`src/rtl/burner_pkg.sv`:
```
// Shared constants and types for the burner sequence controller.
// Assumes a 100 MHz system clock and one synchronous active-high reset.
package burner_pkg;

  // Clock and the divided timing tick
  localparam int unsigned CLK_PERIOD_NS = 10;
  localparam int unsigned TICK_MS       = 10;
  localparam int unsigned TICK_CYCLES   = TICK_MS * 1000000 / CLK_PERIOD_NS;
  localparam int unsigned TW            = 16;

  // Sequence times in milliseconds
  localparam int unsigned AIR_MAX_MS     = 60000;
  localparam int unsigned PREPURGE_MS    = 44000;
  localparam int unsigned DAMPER_OPEN_MS = 36000;
  localparam int unsigned DAMPER_CLOSE_MS = 8000;
  localparam int unsigned PREIGN_MS      = 3000;
  localparam int unsigned IGN_TOTAL_MS   = 5500;
  localparam int unsigned STRAY_MS       = 5000;
  localparam int unsigned SAFETY_MS      = 3000;
  localparam int unsigned DELAY2_MS      = 6000;
  localparam int unsigned FAN_BRIEF_MS   = 2500;
  localparam int unsigned QUICK_LOCK_MS  = 10000;
  localparam int unsigned BTN_LONG_MS    = 3000;
  localparam int unsigned DEB_MS         = 50;

  // Indicator times in milliseconds
  localparam int unsigned LOCK_ON_MS   = 10000;
  localparam int unsigned LOCK_GAP1_MS = 600;
  localparam int unsigned LOCK_END_MS  = 1200;
  localparam int unsigned PULSE_S_MS   = 200;
  localparam int unsigned PULSE_L_MS   = 600;
  localparam int unsigned GAP_P_MS     = 200;
  localparam int unsigned END_S_MS     = 800;
  localparam int unsigned GAP_L_MS     = 2000;

  // The same times as tick counts
  localparam logic [TW-1:0] AIR_MAX_T   = TW'(AIR_MAX_MS / TICK_MS);
  localparam logic [TW-1:0] PREPURGE_T  = TW'(PREPURGE_MS / TICK_MS);
  localparam logic [TW-1:0] CLOSE_T     = TW'((PREPURGE_MS - DAMPER_OPEN_MS) / TICK_MS);
  localparam logic [TW-1:0] PREIGN_T    = TW'(PREIGN_MS / TICK_MS);
  localparam logic [TW-1:0] STRAY_T     = TW'(STRAY_MS / TICK_MS);
  localparam logic [TW-1:0] SAFETY_T    = TW'(SAFETY_MS / TICK_MS);
  localparam logic [TW-1:0] IGN_OFF_T   = TW'((SAFETY_MS - (IGN_TOTAL_MS - PREIGN_MS)) / TICK_MS);
  localparam logic [TW-1:0] DELAY2_T    = TW'(DELAY2_MS / TICK_MS);
  localparam logic [TW-1:0] FAN_BRIEF_T = TW'(FAN_BRIEF_MS / TICK_MS);
  localparam logic [TW-1:0] QUICK_T     = TW'(QUICK_LOCK_MS / TICK_MS);
  localparam logic [TW-1:0] BTN_LONG_T  = TW'(BTN_LONG_MS / TICK_MS + 1);
  localparam logic [2:0]    DEB_T       = 3'(DEB_MS / TICK_MS);
  localparam logic [TW-1:0] LOCK_ON_T   = TW'(LOCK_ON_MS / TICK_MS);
  localparam logic [TW-1:0] LOCK_GAP1_T = TW'(LOCK_GAP1_MS / TICK_MS);
  localparam logic [TW-1:0] LOCK_END_T  = TW'(LOCK_END_MS / TICK_MS);
  localparam logic [TW-1:0] PULSE_S_T   = TW'(PULSE_S_MS / TICK_MS);
  localparam logic [TW-1:0] PULSE_L_T   = TW'(PULSE_L_MS / TICK_MS);
  localparam logic [TW-1:0] GAP_P_T     = TW'(GAP_P_MS / TICK_MS);
  localparam logic [TW-1:0] END_S_T     = TW'(END_S_MS / TICK_MS);
  localparam logic [TW-1:0] GAP_L_T     = TW'(GAP_L_MS / TICK_MS);

  // Field input positions
  localparam int unsigned NIN       = 6;
  localparam int unsigned IN_AIR    = 0;
  localparam int unsigned IN_FLAME  = 1;
  localparam int unsigned IN_MLOW   = 2;
  localparam int unsigned IN_MOK    = 3;
  localparam int unsigned IN_BTN    = 4;
  localparam int unsigned IN_DEMAND = 5;

  // Lockout cause, also the stored code
  typedef enum logic [2:0] {
    CAUSE_NONE        = 3'h0,
    CAUSE_SAFETY      = 3'h1,
    CAUSE_STRAY       = 3'h2,
    CAUSE_AIR_CLOSED  = 3'h3,
    CAUSE_AIR_TIMEOUT = 3'h4,
    CAUSE_AIR_OPENED  = 3'h5,
    CAUSE_FLAME_LOSS  = 3'h6,
    CAUSE_MANUAL      = 3'h7
  } cause_t;

  typedef enum logic [3:0] {
    S_BOOT, S_IDLE, S_PRECHK, S_QUICK, S_WAIT_AIR, S_PREPURGE,
    S_PREIGN, S_SAFETY, S_DELAY2, S_RUN, S_LOCK, S_UNDERV
  } phase_t;

  typedef enum logic [2:0] {L_ON, L_GAP1, L_PULSE, L_GAP, L_END} led_t;

  // Flash pattern: first group, second group, pause kind
  typedef struct packed {
    logic [2:0] n1;
    logic       first_long;
    logic [2:0] n2;
    logic       long_end;
  } pat_t;

  localparam pat_t PAT_WAIT     = {3'h2, 1'b0, 3'h0, 1'b0};
  localparam pat_t PAT_PREPURGE = {3'h3, 1'b0, 3'h0, 1'b0};
  localparam pat_t PAT_PREIGN   = {3'h4, 1'b0, 3'h0, 1'b0};
  localparam pat_t PAT_SAFETY   = {3'h2, 1'b0, 3'h0, 1'b0};
  localparam pat_t PAT_DELAY2   = {3'h3, 1'b1, 3'h0, 1'b0};
  localparam pat_t PAT_RUN      = {3'h1, 1'b0, 3'h0, 1'b1};
  localparam pat_t PAT_UNDERV   = {3'h1, 1'b1, 3'h0, 1'b1};
  localparam pat_t PAT_C_SAFETY = {3'h4, 1'b0, 3'h0, 1'b0};
  localparam pat_t PAT_C_STRAY  = {3'h3, 1'b0, 3'h0, 1'b0};
  localparam pat_t PAT_C_ACLOSE = {3'h2, 1'b1, 3'h0, 1'b0};
  localparam pat_t PAT_C_ATOUT  = {3'h3, 1'b1, 3'h0, 1'b0};
  localparam pat_t PAT_C_AOPEN  = {3'h2, 1'b0, 3'h0, 1'b0};
  localparam pat_t PAT_C_LOSS   = {3'h4, 1'b1, 3'h0, 1'b0};
  localparam pat_t PAT_C_MANUAL = {3'h5, 1'b0, 3'h4, 1'b0};
  localparam pat_t PAT_C_NONE   = {3'h1, 1'b0, 3'h0, 1'b0};

  // One debounced input channel
  typedef struct packed {
    logic       s1;
    logic       s2;
    logic [2:0] cnt;
    logic       out;
  } deb_t;

  // Whole controller state
  typedef struct packed {
    phase_t          ph;
    cause_t          cause;
    logic [TW-1:0]   ptmr;
    logic            retried;
    logic [TW-1:0]   btmr;
    logic            btn;
    led_t            ls;
    pat_t            pat;
    logic [3:0]      idx;
    logic [TW-1:0]   ltmr;
    logic            lk;
    logic [31:0]     div;
    logic            tick;
    logic            fan;
    logic            damper;
    logic            ign;
    logic            v1;
    logic            v2;
    logic            alarm;
    logic            led;
    logic            nv_wr;
  } ctl_t;

  localparam ctl_t CTL_RST = '0;

endpackage : burner_pkg

```
`src/rtl/input_debounce.sv`:
```
// Synchronises and debounces the field inputs on the timing tick.
// Assumes tick_i is a one-cycle pulse from the controller's divider.
`timescale 1ns/100ps
`default_nettype none
module input_debounce #(
  parameter int unsigned W = 6
) (
  input  wire logic         clk_i,
  input  wire logic         srst_i,
  input  wire logic         tick_i,
  input  wire logic [W-1:0] raw_i,
  output logic      [W-1:0] clean_o
);
  import burner_pkg::*;

  deb_t [W-1:0] q;
  deb_t [W-1:0] d;

  // Two-flop sync, then a level must hold for DEB_T ticks
  always_comb begin
    d = q;
    for (int i = 0; i < W; i++) begin
      d[i].s1 = raw_i[i];
      d[i].s2 = q[i].s1;
      if (q[i].s2 == q[i].out) begin
        d[i].cnt = '0;
      end else if (tick_i) begin
        if (q[i].cnt == DEB_T - 3'h1) begin
          d[i].out = q[i].s2;
          d[i].cnt = '0;
        end else begin
          d[i].cnt = q[i].cnt + 3'h1;
        end
      end
    end
  end

  always_ff @(posedge clk_i) begin
    if (srst_i) begin
      q <= '0;
    end else begin
      q <= d;
    end
  end

  // Clean levels
  always_comb begin
    for (int i = 0; i < W; i++) begin
      clean_o[i] = q[i].out;
    end
  end

endmodule : input_debounce
`default_nettype wire

```
`src/rtl/burner_sequencer.sv`:
```
// Two-stage gas burner sequence controller with flash-code indicator.
// Assumes asynchronous field inputs and an external non-volatile cause store.
`timescale 1ns/100ps
`default_nettype none
module burner_sequencer #(
  parameter int unsigned TICK_DIV = burner_pkg::TICK_CYCLES
) (
  input  wire logic                  CLK_I,
  input  wire logic                  SRST_I,
  input  wire logic                  DEMAND_I,
  input  wire logic                  AIR_SWITCH_I,
  input  wire logic                  FLAME_I,
  input  wire logic                  MAINS_LOW_I,
  input  wire logic                  MAINS_OK_I,
  input  wire logic                  RESET_BTN_I,
  input  wire burner_pkg::cause_t    NV_CAUSE_I,
  output logic                       FAN_O,
  output logic                       DAMPER_O,
  output logic                       IGNITION_O,
  output logic                       VALVE1_O,
  output logic                       VALVE2_O,
  output logic                       ALARM_O,
  output logic                       LED_O,
  output logic                       NV_WR_O,
  output burner_pkg::cause_t         NV_CAUSE_O
);
  import burner_pkg::*;

  ctl_t           q;
  ctl_t           d;
  logic [NIN-1:0] raw;
  logic [NIN-1:0] cln;
  logic           air;
  logic           flame;
  logic           press_s;
  logic           press_l;
  logic           lock_req;
  cause_t         lock_cause;
  logic           lock_disp;
  pat_t           npat;
  logic           active;

  // Pattern of a running phase
  function automatic pat_t phase_pat(input phase_t p);
    case (p)
      S_PREPURGE: phase_pat = PAT_PREPURGE;
      S_PREIGN:   phase_pat = PAT_PREIGN;
      S_SAFETY:   phase_pat = PAT_SAFETY;
      S_DELAY2:   phase_pat = PAT_DELAY2;
      S_RUN:      phase_pat = PAT_RUN;
      S_UNDERV:   phase_pat = PAT_UNDERV;
      default:    phase_pat = PAT_WAIT;
    endcase
  endfunction : phase_pat

  // Pattern of a lockout cause
  function automatic pat_t cause_pat(input cause_t c);
    case (c)
      CAUSE_SAFETY:      cause_pat = PAT_C_SAFETY;
      CAUSE_STRAY:       cause_pat = PAT_C_STRAY;
      CAUSE_AIR_CLOSED:  cause_pat = PAT_C_ACLOSE;
      CAUSE_AIR_TIMEOUT: cause_pat = PAT_C_ATOUT;
      CAUSE_AIR_OPENED:  cause_pat = PAT_C_AOPEN;
      CAUSE_FLAME_LOSS:  cause_pat = PAT_C_LOSS;
      CAUSE_MANUAL:      cause_pat = PAT_C_MANUAL;
      default:           cause_pat = PAT_C_NONE;
    endcase
  endfunction : cause_pat

  // Field inputs gathered for the debouncer
  always_comb begin
    raw            = '0;
    raw[IN_AIR]    = AIR_SWITCH_I;
    raw[IN_FLAME]  = FLAME_I;
    raw[IN_MLOW]   = MAINS_LOW_I;
    raw[IN_MOK]    = MAINS_OK_I;
    raw[IN_BTN]    = RESET_BTN_I;
    raw[IN_DEMAND] = DEMAND_I;
  end

  input_debounce #(.W(NIN)) input_debounce_inst (
    .clk_i   (CLK_I),
    .srst_i  (SRST_I),
    .tick_i  (q.tick),
    .raw_i   (raw),
    .clean_o (cln)
  );

  assign air   = cln[IN_AIR];
  assign flame = cln[IN_FLAME];

  // Sequence, button, indicator and outputs
  always_comb begin
    d          = q;
    d.nv_wr    = 1'b0;
    press_s    = 1'b0;
    press_l    = 1'b0;
    lock_req   = 1'b0;
    lock_cause = CAUSE_NONE;
    // Single divided tick drives every timer
    d.tick = (q.div == 32'(TICK_DIV - 1));
    d.div  = d.tick ? 32'h0 : q.div + 32'h1;
    if (q.tick && q.ptmr != '0) d.ptmr = q.ptmr - 16'h1;
    if (q.tick && q.ltmr != '0) d.ltmr = q.ltmr - 16'h1;
    // Button hold timer, judged on release
    d.btn = cln[IN_BTN];
    if (cln[IN_BTN]) begin
      if (q.tick && q.btmr != BTN_LONG_T) d.btmr = q.btmr + 16'h1;
    end else begin
      d.btmr = '0;
      if (q.btn) begin
        press_l = (q.btmr == BTN_LONG_T);
        press_s = !press_l;
      end
    end
    active = q.ph inside {S_PRECHK, S_WAIT_AIR, S_PREPURGE, S_PREIGN,
                          S_SAFETY, S_DELAY2, S_RUN};
    case (q.ph)
      S_BOOT: begin
        // Stored cause brings the lockout back after power-up
        if (NV_CAUSE_I != CAUSE_NONE) begin
          d.ph    = S_LOCK;
          d.cause = NV_CAUSE_I;
        end else begin
          d.ph = S_IDLE;
        end
      end
      S_IDLE: begin
        // Start only with mains good and not low
        if (cln[IN_DEMAND] && cln[IN_MOK] && !cln[IN_MLOW]) begin
          if (air) begin
            if (q.retried) begin
              lock_req   = 1'b1;
              lock_cause = CAUSE_AIR_CLOSED;
            end else begin
              d.ph   = S_PRECHK;
              d.ptmr = FAN_BRIEF_T;
            end
          end else begin
            d.ph      = S_WAIT_AIR;
            d.ptmr    = AIR_MAX_T;
            d.retried = 1'b0;
          end
        end
      end
      S_PRECHK: begin
        if (q.ptmr == '0) begin
          d.ph      = S_QUICK;
          d.ptmr    = QUICK_T;
          d.retried = 1'b1;
          d.cause   = CAUSE_AIR_CLOSED;
        end
      end
      S_QUICK: begin
        if (q.ptmr == '0) begin
          d.ph    = S_IDLE;
          d.cause = CAUSE_NONE;
        end
      end
      S_WAIT_AIR: begin
        if (air) begin
          d.ph   = S_PREPURGE;
          d.ptmr = PREPURGE_T;
        end else if (q.ptmr == '0) begin
          lock_req   = 1'b1;
          lock_cause = CAUSE_AIR_TIMEOUT;
        end
      end
      S_PREPURGE: begin
        if (q.ptmr <= STRAY_T && flame) begin
          lock_req   = 1'b1;
          lock_cause = CAUSE_STRAY;
        end else if (q.ptmr == '0) begin
          d.ph   = S_PREIGN;
          d.ptmr = PREIGN_T;
        end
      end
      S_PREIGN: begin
        if (q.ptmr == '0) begin
          d.ph   = S_SAFETY;
          d.ptmr = SAFETY_T;
        end
      end
      S_SAFETY: begin
        if (q.ptmr == '0) begin
          if (flame) begin
            d.ph   = S_DELAY2;
            d.ptmr = DELAY2_T;
          end else begin
            lock_req   = 1'b1;
            lock_cause = CAUSE_SAFETY;
          end
        end
      end
      S_DELAY2, S_RUN: begin
        if (!flame) begin
          lock_req   = 1'b1;
          lock_cause = CAUSE_FLAME_LOSS;
        end else if (q.ph == S_DELAY2 && q.ptmr == '0) begin
          d.ph = S_RUN;
        end
      end
      S_LOCK: begin
        if (press_s) begin
          d.ph      = S_IDLE;
          d.cause   = CAUSE_NONE;
          d.retried = 1'b0;
          d.nv_wr   = 1'b1;
        end
      end
      S_UNDERV: begin
        if (cln[IN_MOK] && !cln[IN_MLOW]) d.ph = S_IDLE;
      end
      default: d.ph = S_BOOT;
    endcase
    // Faults common to the active phases; air loss is not checked in S_PRECHK or S_WAIT_AIR
    if (active) begin
      if (!cln[IN_DEMAND]) d.ph = S_IDLE;
      if (cln[IN_MLOW]) begin
        d.ph     = S_UNDERV;
        lock_req = 1'b0;
      end else if (press_l) begin
        lock_req   = 1'b1;
        lock_cause = CAUSE_MANUAL;
      end else if (!air && q.ph != S_PRECHK && q.ph != S_WAIT_AIR) begin
        lock_req   = 1'b1;
        lock_cause = CAUSE_AIR_OPENED;
      end
    end
    if (lock_req) begin
      d.ph    = S_LOCK;
      d.cause = lock_cause;
      d.nv_wr = 1'b1;
    end
    // Relay outputs from the next phase
    d.fan    = d.ph inside {S_PRECHK, S_WAIT_AIR, S_PREPURGE, S_PREIGN,
                            S_SAFETY, S_DELAY2, S_RUN};
    d.damper = (d.ph == S_PREPURGE) && (d.ptmr > CLOSE_T);
    d.ign    = (d.ph == S_PREIGN) ||
               ((d.ph == S_SAFETY) && (d.ptmr > IGN_OFF_T));
    d.v1     = d.ph inside {S_SAFETY, S_DELAY2, S_RUN};
    d.v2     = (d.ph == S_RUN);
    d.alarm  = (d.ph == S_LOCK);
    // Flash-code engine
    lock_disp = d.ph inside {S_LOCK, S_QUICK};
    npat      = lock_disp ? cause_pat(d.cause) : phase_pat(d.ph);
    if (lock_disp != q.lk) begin
      d.lk   = lock_disp;
      d.pat  = npat;
      d.idx  = '0;
      d.ls   = lock_disp ? L_ON : L_PULSE;
      d.ltmr = lock_disp ? LOCK_ON_T : PULSE_S_T;
    end else if (q.ltmr == '0) begin
      case (q.ls)
        L_ON: begin
          d.ls   = L_GAP1;
          d.ltmr = LOCK_GAP1_T;
        end
        L_GAP: begin
          d.ls   = L_PULSE;
          d.ltmr = PULSE_S_T;
        end
        L_PULSE: begin
          d.idx = q.idx + 4'h1;
          if (d.idx == {1'b0, q.pat.n1} + {1'b0, q.pat.n2}) begin
            d.ls   = L_END;
            d.ltmr = q.lk ? LOCK_END_T :
                     (q.pat.long_end ? GAP_L_T : END_S_T);
          end else begin
            d.ls   = L_GAP;
            d.ltmr = (d.idx == {1'b0, q.pat.n1}) ? GAP_L_T : GAP_P_T;
          end
        end
        L_END: begin
          if (q.lk) begin
            d.ls   = L_ON;
            d.ltmr = LOCK_ON_T;
          end else begin
            d.pat  = npat;
            d.idx  = '0;
            d.ls   = L_PULSE;
            d.ltmr = npat.first_long ? PULSE_L_T : PULSE_S_T;
          end
        end
        default: begin
          // Burst start after the lockout pause
          d.pat  = npat;
          d.idx  = '0;
          d.ls   = L_PULSE;
          d.ltmr = npat.first_long ? PULSE_L_T : PULSE_S_T;
        end
      endcase
    end
    d.led = (d.ls inside {L_ON, L_PULSE}) && !(d.ph inside {S_BOOT, S_IDLE});
  end

  always_ff @(posedge CLK_I) begin
    if (SRST_I) begin
      q <= CTL_RST;
    end else begin
      q <= d;
    end
  end

  // Registered outputs
  assign FAN_O      = q.fan;
  assign DAMPER_O   = q.damper;
  assign IGNITION_O = q.ign;
  assign VALVE1_O   = q.v1;
  assign VALVE2_O   = q.v2;
  assign ALARM_O    = q.alarm;
  assign LED_O      = q.led;
  assign NV_WR_O    = q.nv_wr;
  assign NV_CAUSE_O = q.cause;

endmodule : burner_sequencer
`default_nettype wire

```
`config.mk`:
```
export PLATFORM = sky130hd
export DESIGN_NAME = burner_sequencer
export DESIGN_NICKNAME = d
export VERILOG_FILES = /design/src/rtl/burner_pkg.sv /design/src/rtl/input_debounce.sv /design/src/rtl/burner_sequencer.sv
export SDC_FILE = /design/constraint.sdc
export NUM_CORES = 1
export LEC_CHECK = 0
export ABC_AREA = 1
export ABC_CLOCK_PERIOD_IN_PS = 5500
export BUFFER_PORTS_ARGS = -buffer_cell sky130_fd_sc_hd__buf_2
export CORE_MARGIN = 5
export CORE_UTILIZATION = 60
export CTS_BUF_LIST = sky130_fd_sc_hd__clkbuf_8
export DETAILED_ROUTE_END_ITERATION = 10
export PLACE_DENSITY = 0.86
export REMOVE_ABC_BUFFERS = 1
export SKIP_CTS_REPAIR_TIMING = 1
export SYNTH_ARGS = -nofsm -noshare
export SYNTH_HDL_FRONTEND = slang
export SYNTH_SLANG_ARGS = --single-unit
export TNS_END_PERCENT = 100
```
`constraint.sdc`:
```
create_clock -name CLK_I -period 5.5 [get_ports CLK_I]
set_input_delay 1.1 -clock CLK_I [delete_from_list [all_inputs] [get_ports CLK_I]]
set_output_delay 1.1 -clock CLK_I [all_outputs]
set_load 0.01 [all_outputs]
```
==> results of run 1 <==
-- logic make-up (layout without fill, tap and decap cells) --
group / after synthesis / in the layout / synth area share (%)
AND/OR/NAND/NOR: 640 / 640 / 34.6
buffers and inverters: 223 / 254 / 10.1
AO/OA/AOI/OAI: 199 / 199 / 13.3
flip-flops: 147 / 147 / 34.9
XOR/XNOR: 36 / 36 / 3.74
adder cells (fa/ha/maj): 23 / 23 / 3.41
-- routing by layer --
metal	track usage (%)	part of all wire, %	routed length, um
met5	0	0	0
met1	30.9	45	8750
met3	5.31	5.0	985
met4	9.82	2.4	471
met2	41.0	48	9380
-- stage by stage --
stage / instances / cell area [um2] / setup slack, ps / hold slack (ps)
after floorplan: 1243 / 8330 / 1940 / 388
after global placement: 1447 / 8680 / 1380 / 401
after detailed placement: 1447 / 8680 / 1240 / 400
after CTS: 1479 / 9070 / 1520 / 409
after global routing: 1479 / 9070 / 1090 / 436
final: 1479 / 9070 / 1460 / 411
-- layout make-up --
class	instances	share of cell area, %
Inverter	198	8.19
Timing Repair Buffer	24	1.41
Tap cell	180	2.48
Sequential cell	147	32.4
Clock buffer	17	2.58
Multi-Input combinational cell	898	51.2
Clock inverter	15	1.74
-- flip-flops by register name, summed over array words and instances, names as in the netlist --
name                         cells
input_debounce_inst.clean_o      6
ALARM_O                          1
q                              100
input_debounce_inst.d            6
LED_O                            1
IGNITION_O                       1
VALVE1_O                         1
input_debounce_inst.q           24
NV_WR_O                          1
NV_CAUSE_O                       3
VALVE2_O                         1
FAN_O                            1
DAMPER_O                         1
-- placed cells by master (no fill, tap or decap), types with 4 or more instances in the layout --
cell type,n
xnor2_1,16
o31ai_1,4
buf_2,21
xor2_1,20
o211ai_1,5
inv_2,10
nand2_2,10
o21ai_0,57
ha_1,23
nor4_1,21
clkbuf_8,17
nand4_1,23
inv_1,187
nand2_1,214
and3_1,9
nand3_1,71
a31oi_1,8
nor3_1,34
nand2_4,4
dfxtp_1,147
nor3b_1,5
nor2_4,4
a21oi_1,97
nor2_2,21
nor2_1,201
inv_6,4
or2_2,11
a211oi_1,8
nand3_2,6
-- worst reg2reg max path, stage by stage, from the launching register on --
cell and delay [ps]:
dfxtp_1 330, inv_1 130, ha_1 230, nand2_1 110, nor2_2 260, nand3_1 210
nand2_1 150, inv_1 90, nor2_1 110, nand2_1 80, a21oi_2 240, nor2_2 70
nand2_2 80, nand2_4 80, ha_1 500, nor2_1 150, nor3_1 590, inv_1 190
a21oi_1 180, nand3_1 90, a21oi_1 130
-- where the power goes --
part	internal [mW]	total, mW	switching (mW)
sequential	1.18	1.30	0.116
clock	0.406	0.842	0.436
combinational	0.775	2.42	1.64
-- worst max path at each step --
| stage | from | to | slack, ps | depth (start not counted) |
|---|---|---|---|---|
| after floorplan | NV_CAUSE_I[0] | q[68] | 1940 | 17 |
| after global placement | NV_CAUSE_I[0] | q[68] | 1380 | 18 |
| after detailed placement | NV_CAUSE_I[0] | q[68] | 1240 | 18 |
| after CTS | q[91] | q[68] | 1520 | 20 |
| after global routing | q[91] | q[68] | 1090 | 20 |
| final | q[91] | q[68] | 1460 | 20 |
==> results.ini, run 1 <==
[run_status]
status=finished clean

[critical_path]
reg2reg_slack_ps=1460
reg2reg_to=q[68]
critPathBufInv=3
worstRegToRegCells=20
crit_path_start_kind=register
worstReg2RegStart=q[91]
critPathRequiredTime_ps=5910
crit_path_top_delay_cell=nor3_1
path_cells=inv_1 -> ha_1 -> nand2_1 -> nor2_2 -> nand3_1 -> nand2_1 -> inv_1 -> nor2_1 -> nand2_1 -> a21oi_2 -> nor2_2 -> nand2_2 -> nand2_4 -> ha_1 -> nor2_1 -> nor3_1 -> inv_1 -> a21oi_1 -> nand3_1 -> a21oi_1
worst-path-max-fanout=12
crit_type=register to register
crit_arrival_ps=4460
cpLargestDelayFamily=simple AND/OR/NAND/NOR gates
end_kind=register
slowest_delay_ps=590

[synthesis]
ys_top_cells_by_area=dfxtp_1 35%, nand2_1 9.5%, nor2_1 8.9%
yosysWarnings=0
synth-seq-cells=147
synth_cells=1268
synthDistinctLibCells=47
synth_edf_count=0
synth_common_cells=214 x nand2_1, 201 x nor2_1, 186 x inv_1
yosys.area.top_type=dfxtp_1
synth-seq-area-share_pct=34.9
synth.avg_cell_area_um2=6.65
syn_area_um2=8440
ys_async_sr_fraction_pct=0
synth.top_cell.area_share_pct=34.9
synth_most_common_cell=nand2_1
ys.flop_type=dfxtp_1

[die]
rows=43
start_util_pct=61.0
die_w_um=129
io_pins=22
coreArea_um2=13800
dieArea_um2=16500
die_h_um=129

[placement]
port-buffer-count=21
place_congestion=0.957
dp_hpwl_um=14600

[cts]
cts_buffers=17
htree_levels=4
path_clk_slew_ps=80
clock_latency_ps=480
cts.sinks=147
clk_path_buf_depth=2
root_buffer=clkbuf_8
cts_tree=built

[pwr]
p_total_mw=4.56
peakVddDrop_uv=439
p_leak_nw=4.08
power_density_nw_per_um2=503

[timing]
slew_headroom_pct=51.0
finalSetupViolations=0
timing.setup.tns_ps=0
fin_crit_sh_pct=73.5
period_needed_ps=4040
clock_skew_ps=16.6
hold_violations=0
rsz0062_at_grt=no
max_freq_mhz=247
tightest_slew_ps=729
slew_violations=0

[routing]
ant_nets=0
dr.pass1.iters=5
drc=0
vias=8048
drtIter0Drc=521
drt_wl_total_um=19600
via_per_inst=5.44
routedWlPerCell_um=13.2

[finish]
syn_to_final_growth_pct=7.52
multiInputGateArea_um2=4640
drive_gt1_share_pct=9.78
diodes=0
regArea_um2=2940
finish.net_count=1320
fin_util_pct=65.6
n_fill_cell=1261

[min_path]
hold_path_startpoint=input_debounce_inst.d[10]
min_path_cells=2
hold_path_end=input_debounce_inst.q[10]
hold_class=register to register

[global_routing]
grt-ovfl-total=0
grt_pass1_wl_um=33100
grt_max_degree=47
antenna_found_initial=0
grt_util_all_layers_pct=24.5
grt_pass1_vias=7365

[flow_run]
drv_cap=0

No activity file was read; power rests on OpenSTA's default activity.
==> run 2, diff against run 1 <==
Settings changed: ABC_CLOCK_PERIOD_IN_PS 5500 to 4059.
Clock period 5.5 ns to 4.06 ns, I/O delays scaled along.
==> results.ini, run 2 (synthesis gave the netlist of run 1 again) <==
[run_status]
status=finished clean

[finish]
regArea_um2=2940
multiInputGateArea_um2=4640
diodes=0
top_register=q
reg_top3=q: 100 flops, input_debounce_inst.q: 24 flops
largest_reg_flops=100
n_fill_cell=1208
final_common_cell=nand2_1
finish.net_count=1321
drive_gt1_share_pct=10.1
stdcell_area_um2=9080
syn_to_final_growth_pct=7.59
final_cell_mix=214 x nand2_1, 200 x nor2_1, 185 x inv_1, 147 x dfxtp_1, 97 x a21oi_1

[routing]
drtIter0Drc=676
ant_nets=0
via_per_inst=5.49
routedWlPerCell_um=13.4
drt_wl_total_um=19800
vias=8118
dr.pass1.iters=6
drc=0

[global_routing]
grt_max_degree=48
grt-ovfl-total=0
grt_util_all_layers_pct=24.4
grt_pass1_wl_um=33300
grt_pass1_vias=7495
antenna_found_initial=0

[critical_path]
critPathBufInv=5
worst-path-max-fanout=14
critPathLaunch=q[91]
crit_arrival_ps=4080
critPathRequiredTime_ps=4420
reg2reg_to=q[46]
reg2reg_slack_ps=330
crit_type=register to register
end_kind=register
worstReg2RegStart=q[91]
cpLargestDelayFamily=simple AND/OR/NAND/NOR gates
path_cells=inv_1 -> ha_1 -> nand2_1 -> nor2_2 -> nand3_1 -> nand2_1 -> inv_1 -> nor2_1 -> nand2_1 -> a21oi_2 -> nor2_2 -> nand2_2 -> nand2_4 -> ha_1 -> nor2_2 -> inv_1 -> nor2_1 -> inv_2 -> nand2_1 -> a31oi_1 -> o21ai_1 -> inv_1
crit_path_top_delay_cell=ha_1
crit_path_start_kind=register
slowest_delay_ps=440
worstRegToRegCells=22

[timing]
finalSetupViolations=0
timing.setup.tns_ps=0
rsz0062_at_grt=no
slew_headroom_pct=48.1
clock_skew_ps=11.4
hold_violations=0
tightest_slew_ps=776
fin_crit_sh_pct=91.8
period_needed_ps=3730
max_freq_mhz=268
slew_violations=0

[min_path]
hold_path_end=input_debounce_inst.q[10]
hold_path_startpoint=input_debounce_inst.d[10]
min_path_cells=2
hold_class=register to register

[pwr]
p_seq_share_pct=28.5
switching_share_pct=48.5
peakVddDrop_uv=760
power_density_nw_per_um2=684
p_sw_mw=3.01
p_comb_share_pct=53.5
power_frac_clock_pct=18.0
cell_internal_pwr_mw=3.20
p_leak_nw=4.08

[die]
dieArea_um2=16500
io_pins=22
die_h_um=129
coreArea_um2=13800
rows=43
start_util_pct=61.0
die_w_um=129

[placement]
place_congestion=0.992
dp_hpwl_um=14700
place_area_um2=8690
port-buffer-count=21

[cts]
cts.sinks=147
path_clk_slew_ps=80
root_buffer=clkbuf_8
htree_levels=4
cts_buffers=17
clock_latency_ps=470
cts_tree=built
clk_path_buf_depth=2

[flow_run]
drv_cap=0

-- run 2: worst max-delay path by stage --
stage / end / cells past startpoint
after CTS: q[46] / 22
after floorplan: q[68] / 17
after global placement: q[46] / 20
after detailed placement: q[46] / 20
final: q[46] / 22
after global routing: q[46] / 22
-- run 2: layout make-up --
type / count / area share [%]
sequential: 147 / 32.4
multi-input combinational: 898 / 51.2
clock buffer: 18 / 2.73
inverter: 198 / 8.19
tap: 180 / 2.48
timing repair buffer: 25 / 1.49
clock inverter: 14 / 1.54
-- run 2: routing by layer --
| layer | share of wire, % | GRT usage [%] | vias up |
|---|---|---|---|
| met1 | 45 | 30.5 | 3686 |
| met5 | 0 | 0 | - |
| li1 | - | - | 4154 |
| met2 | 48 | 41.8 | 241 |
| met3 | 5.2 | 5.06 | 37 |
| met4 | 2.1 | 8.46 | 0 |
-- run 2: through the flow --
stage	instances	setup WS [ps]	hold WS (ps)	power [mW]	utilization [%]
3_5_place_dp	1448	246	403	5.02	62.8
2_1_floorplan	1243	785	388	4.27	-
6_report	1480	335	412	6.21	65.7
3_3_place_gp	1448	406	402	4.97	62.8
4_1_cts	1480	268	417	6.16	65.6
5_1_grt	1480	65.1	436	6.73	65.7
-- run 2: power by group through the flow --
| stage | sequential, mW | clock [mW] | combinational (mW) |
|---|---|---|---|
| final | 1.77 | 1.12 | 3.32 |
| after global routing | 1.79 | 1.22 | 3.72 |
| after CTS | 1.76 | 1.15 | 3.25 |
| after detailed placement | 1.79 | 0 | 3.23 |
| after global placement | 1.79 | 0 | 3.18 |
| after floorplan | 1.77 | 0 | 2.50 |
-- run 2: tightest hold or removal path: cells and delay by family (launching register included) --
family	cells	cell delay, ps
flops	1	300
buf+inv	1	40
simple gates	1	30
==> run 3, diff against run 2 <==
Settings changed: ABC_CLOCK_PERIOD_IN_PS 4059 to 3400, CORE_UTILIZATION 60 to 59, PLACE_DENSITY 0.86 to 0.88.
Clock period 4.06 ns to 3.4 ns, I/O delays scaled along.
==> results.ini, run 3 (synthesis gave the netlist of run 1 again) <==
[finish]
reg_top3=q: 100 flops, input_debounce_inst.q: 24 flops
top_register=q
diodes=0
syn_to_final_growth_pct=9.88
final_cell_mix=212 x nand2_1, 198 x nor2_1, 185 x inv_1, 146 x dfxtp_1, 97 x a21oi_1
fin_util_pct=66.5
drive_gt1_share_pct=11.9
largest_reg_flops=100
finish.net_count=1336
final_common_cell=nand2_1

[die]
io_pins=22
rows=43
die_w_um=130
coreArea_um2=13900
dieArea_um2=16800
die_h_um=130
start_util_pct=60.6

[global_routing]
grt_util_all_layers_pct=24.5
grt_max_degree=45
antenna_found_initial=0
grt-ovfl-total=0
grt_pass1_wl_um=33600
grt_pass1_vias=7408

[routing]
dr.pass1.iters=7
drt_wl_total_um=20200
drc=0
drtIter0Drc=761
routedWlPerCell_um=13.5
vias=8116
via_per_inst=5.43
ant_nets=0

[critical_path]
worst-path-max-fanout=7
end_kind=register
endpoint=q[68]
critPathRequiredTime_ps=3810
reg2reg_slack_ps=180
critPathLaunch=q[91]
crit_arrival_ps=3630
worstReg2RegStart=q[91]
worstRegToRegCells=21
crit_path_start_kind=register
reg2reg_to=q[68]
crit_type=register to register

[min_path]
hold_path_startpoint=input_debounce_inst.d[34]
hold_class=register to register

[timing]
slew_violations=0
fin_ws_ps=179
fin_hold_ws_ps=401
finalSetupViolations=0
tightest_slew_ps=454
max_freq_mhz=310
slew_headroom_pct=69.5
period_needed_ps=3220
hold_violations=0
fin_crit_sh_pct=94.8
rsz0062_at_grt=yes
clock_skew_ps=16.4
timing.setup.tns_ps=0

[run_status]
status=finished clean

[cts]
cts_buffers=17
clk_path_buf_depth=2
cts_tree=built
cts.sinks=147
htree_levels=4
root_buffer=clkbuf_8
path_clk_slew_ps=90
clock_latency_ps=470

[pwr]
peakVddDrop_uv=705
power_density_nw_per_um2=848
p_leak_nw=4.19

[placement]
pre_cts_ws_ps=-51.7
dp_hpwl_um=15000
port-buffer-count=21
place_congestion=1.02

[flow_run]
drv_cap=0

run 3: how the worst min path moves through the flow:
stage	to	slack (ps)	cells past startpoint
2_1_floorplan	input_debounce_inst.q[10]	390	2
3_5_place_dp	input_debounce_inst.q[10]	400	2
4_1_cts	input_debounce_inst.d[34]	390	3
3_3_place_gp	input_debounce_inst.q[22]	390	2
6_report	input_debounce_inst.q[34]	400	2
5_1_grt	input_debounce_inst.d[34]	400	3
run 3: worst max-delay path, stage by stage, from the launching register on:
cell	delay (ps)
dfxtp_1	330
inv_1	140
ha_2	230
nand2_1	80
nor2_2	180
and2_4	180
nand2_1	70
nand2_1	110
inv_1	50
nor2_1	150
nand3_2	80
nand2_2	130
nor2_2	70
nand2_2	70
nand2_4	50
ha_2	400
a31oi_1	60
nor3_1	290
inv_1	140
a21oi_1	150
nand3_1	100
a21oi_1	120
run 3: metrics by stage:
step | area [um2] | std cells | power (mW)
after CTS | 9200 | 1493 | 7.59
after detailed placement | 8790 | 1461 | 6.15
after global placement | 8790 | 1461 | 6.10
after floorplan | 8330 | 1243 | 5.10
final | 9270 | 1495 | 7.86
after global routing | 9270 | 1495 | 8.51
run 3: final cells by class:
cell class	instances	area, um2
clock buffer	19	262
clock inverter	13	150
fill	1237	4660
inverter	198	746
multi-input combinational	898	4700
sequential	147	2940
tap	180	225
timing repair buffer	40	248
run 3: where the power goes:
part	leakage [nW]	total (mW)	internal, mW	switching [mW]
Clock	0.212	1.42	0.656	0.769
Sequential	1.19	2.10	1.91	0.190
Combinational	2.78	4.33	1.53	2.81
Total	4.19	7.86	4.10	3.76
run 3: metal layers:
layer  vias up  routed length, um  track usage [%]
met1      3653               9060             31.4
li1       4180                  -                -
met2       242               9670             41.2
met4         0                420             8.56
met3        41               1040             4.91
met5         -                  0                0
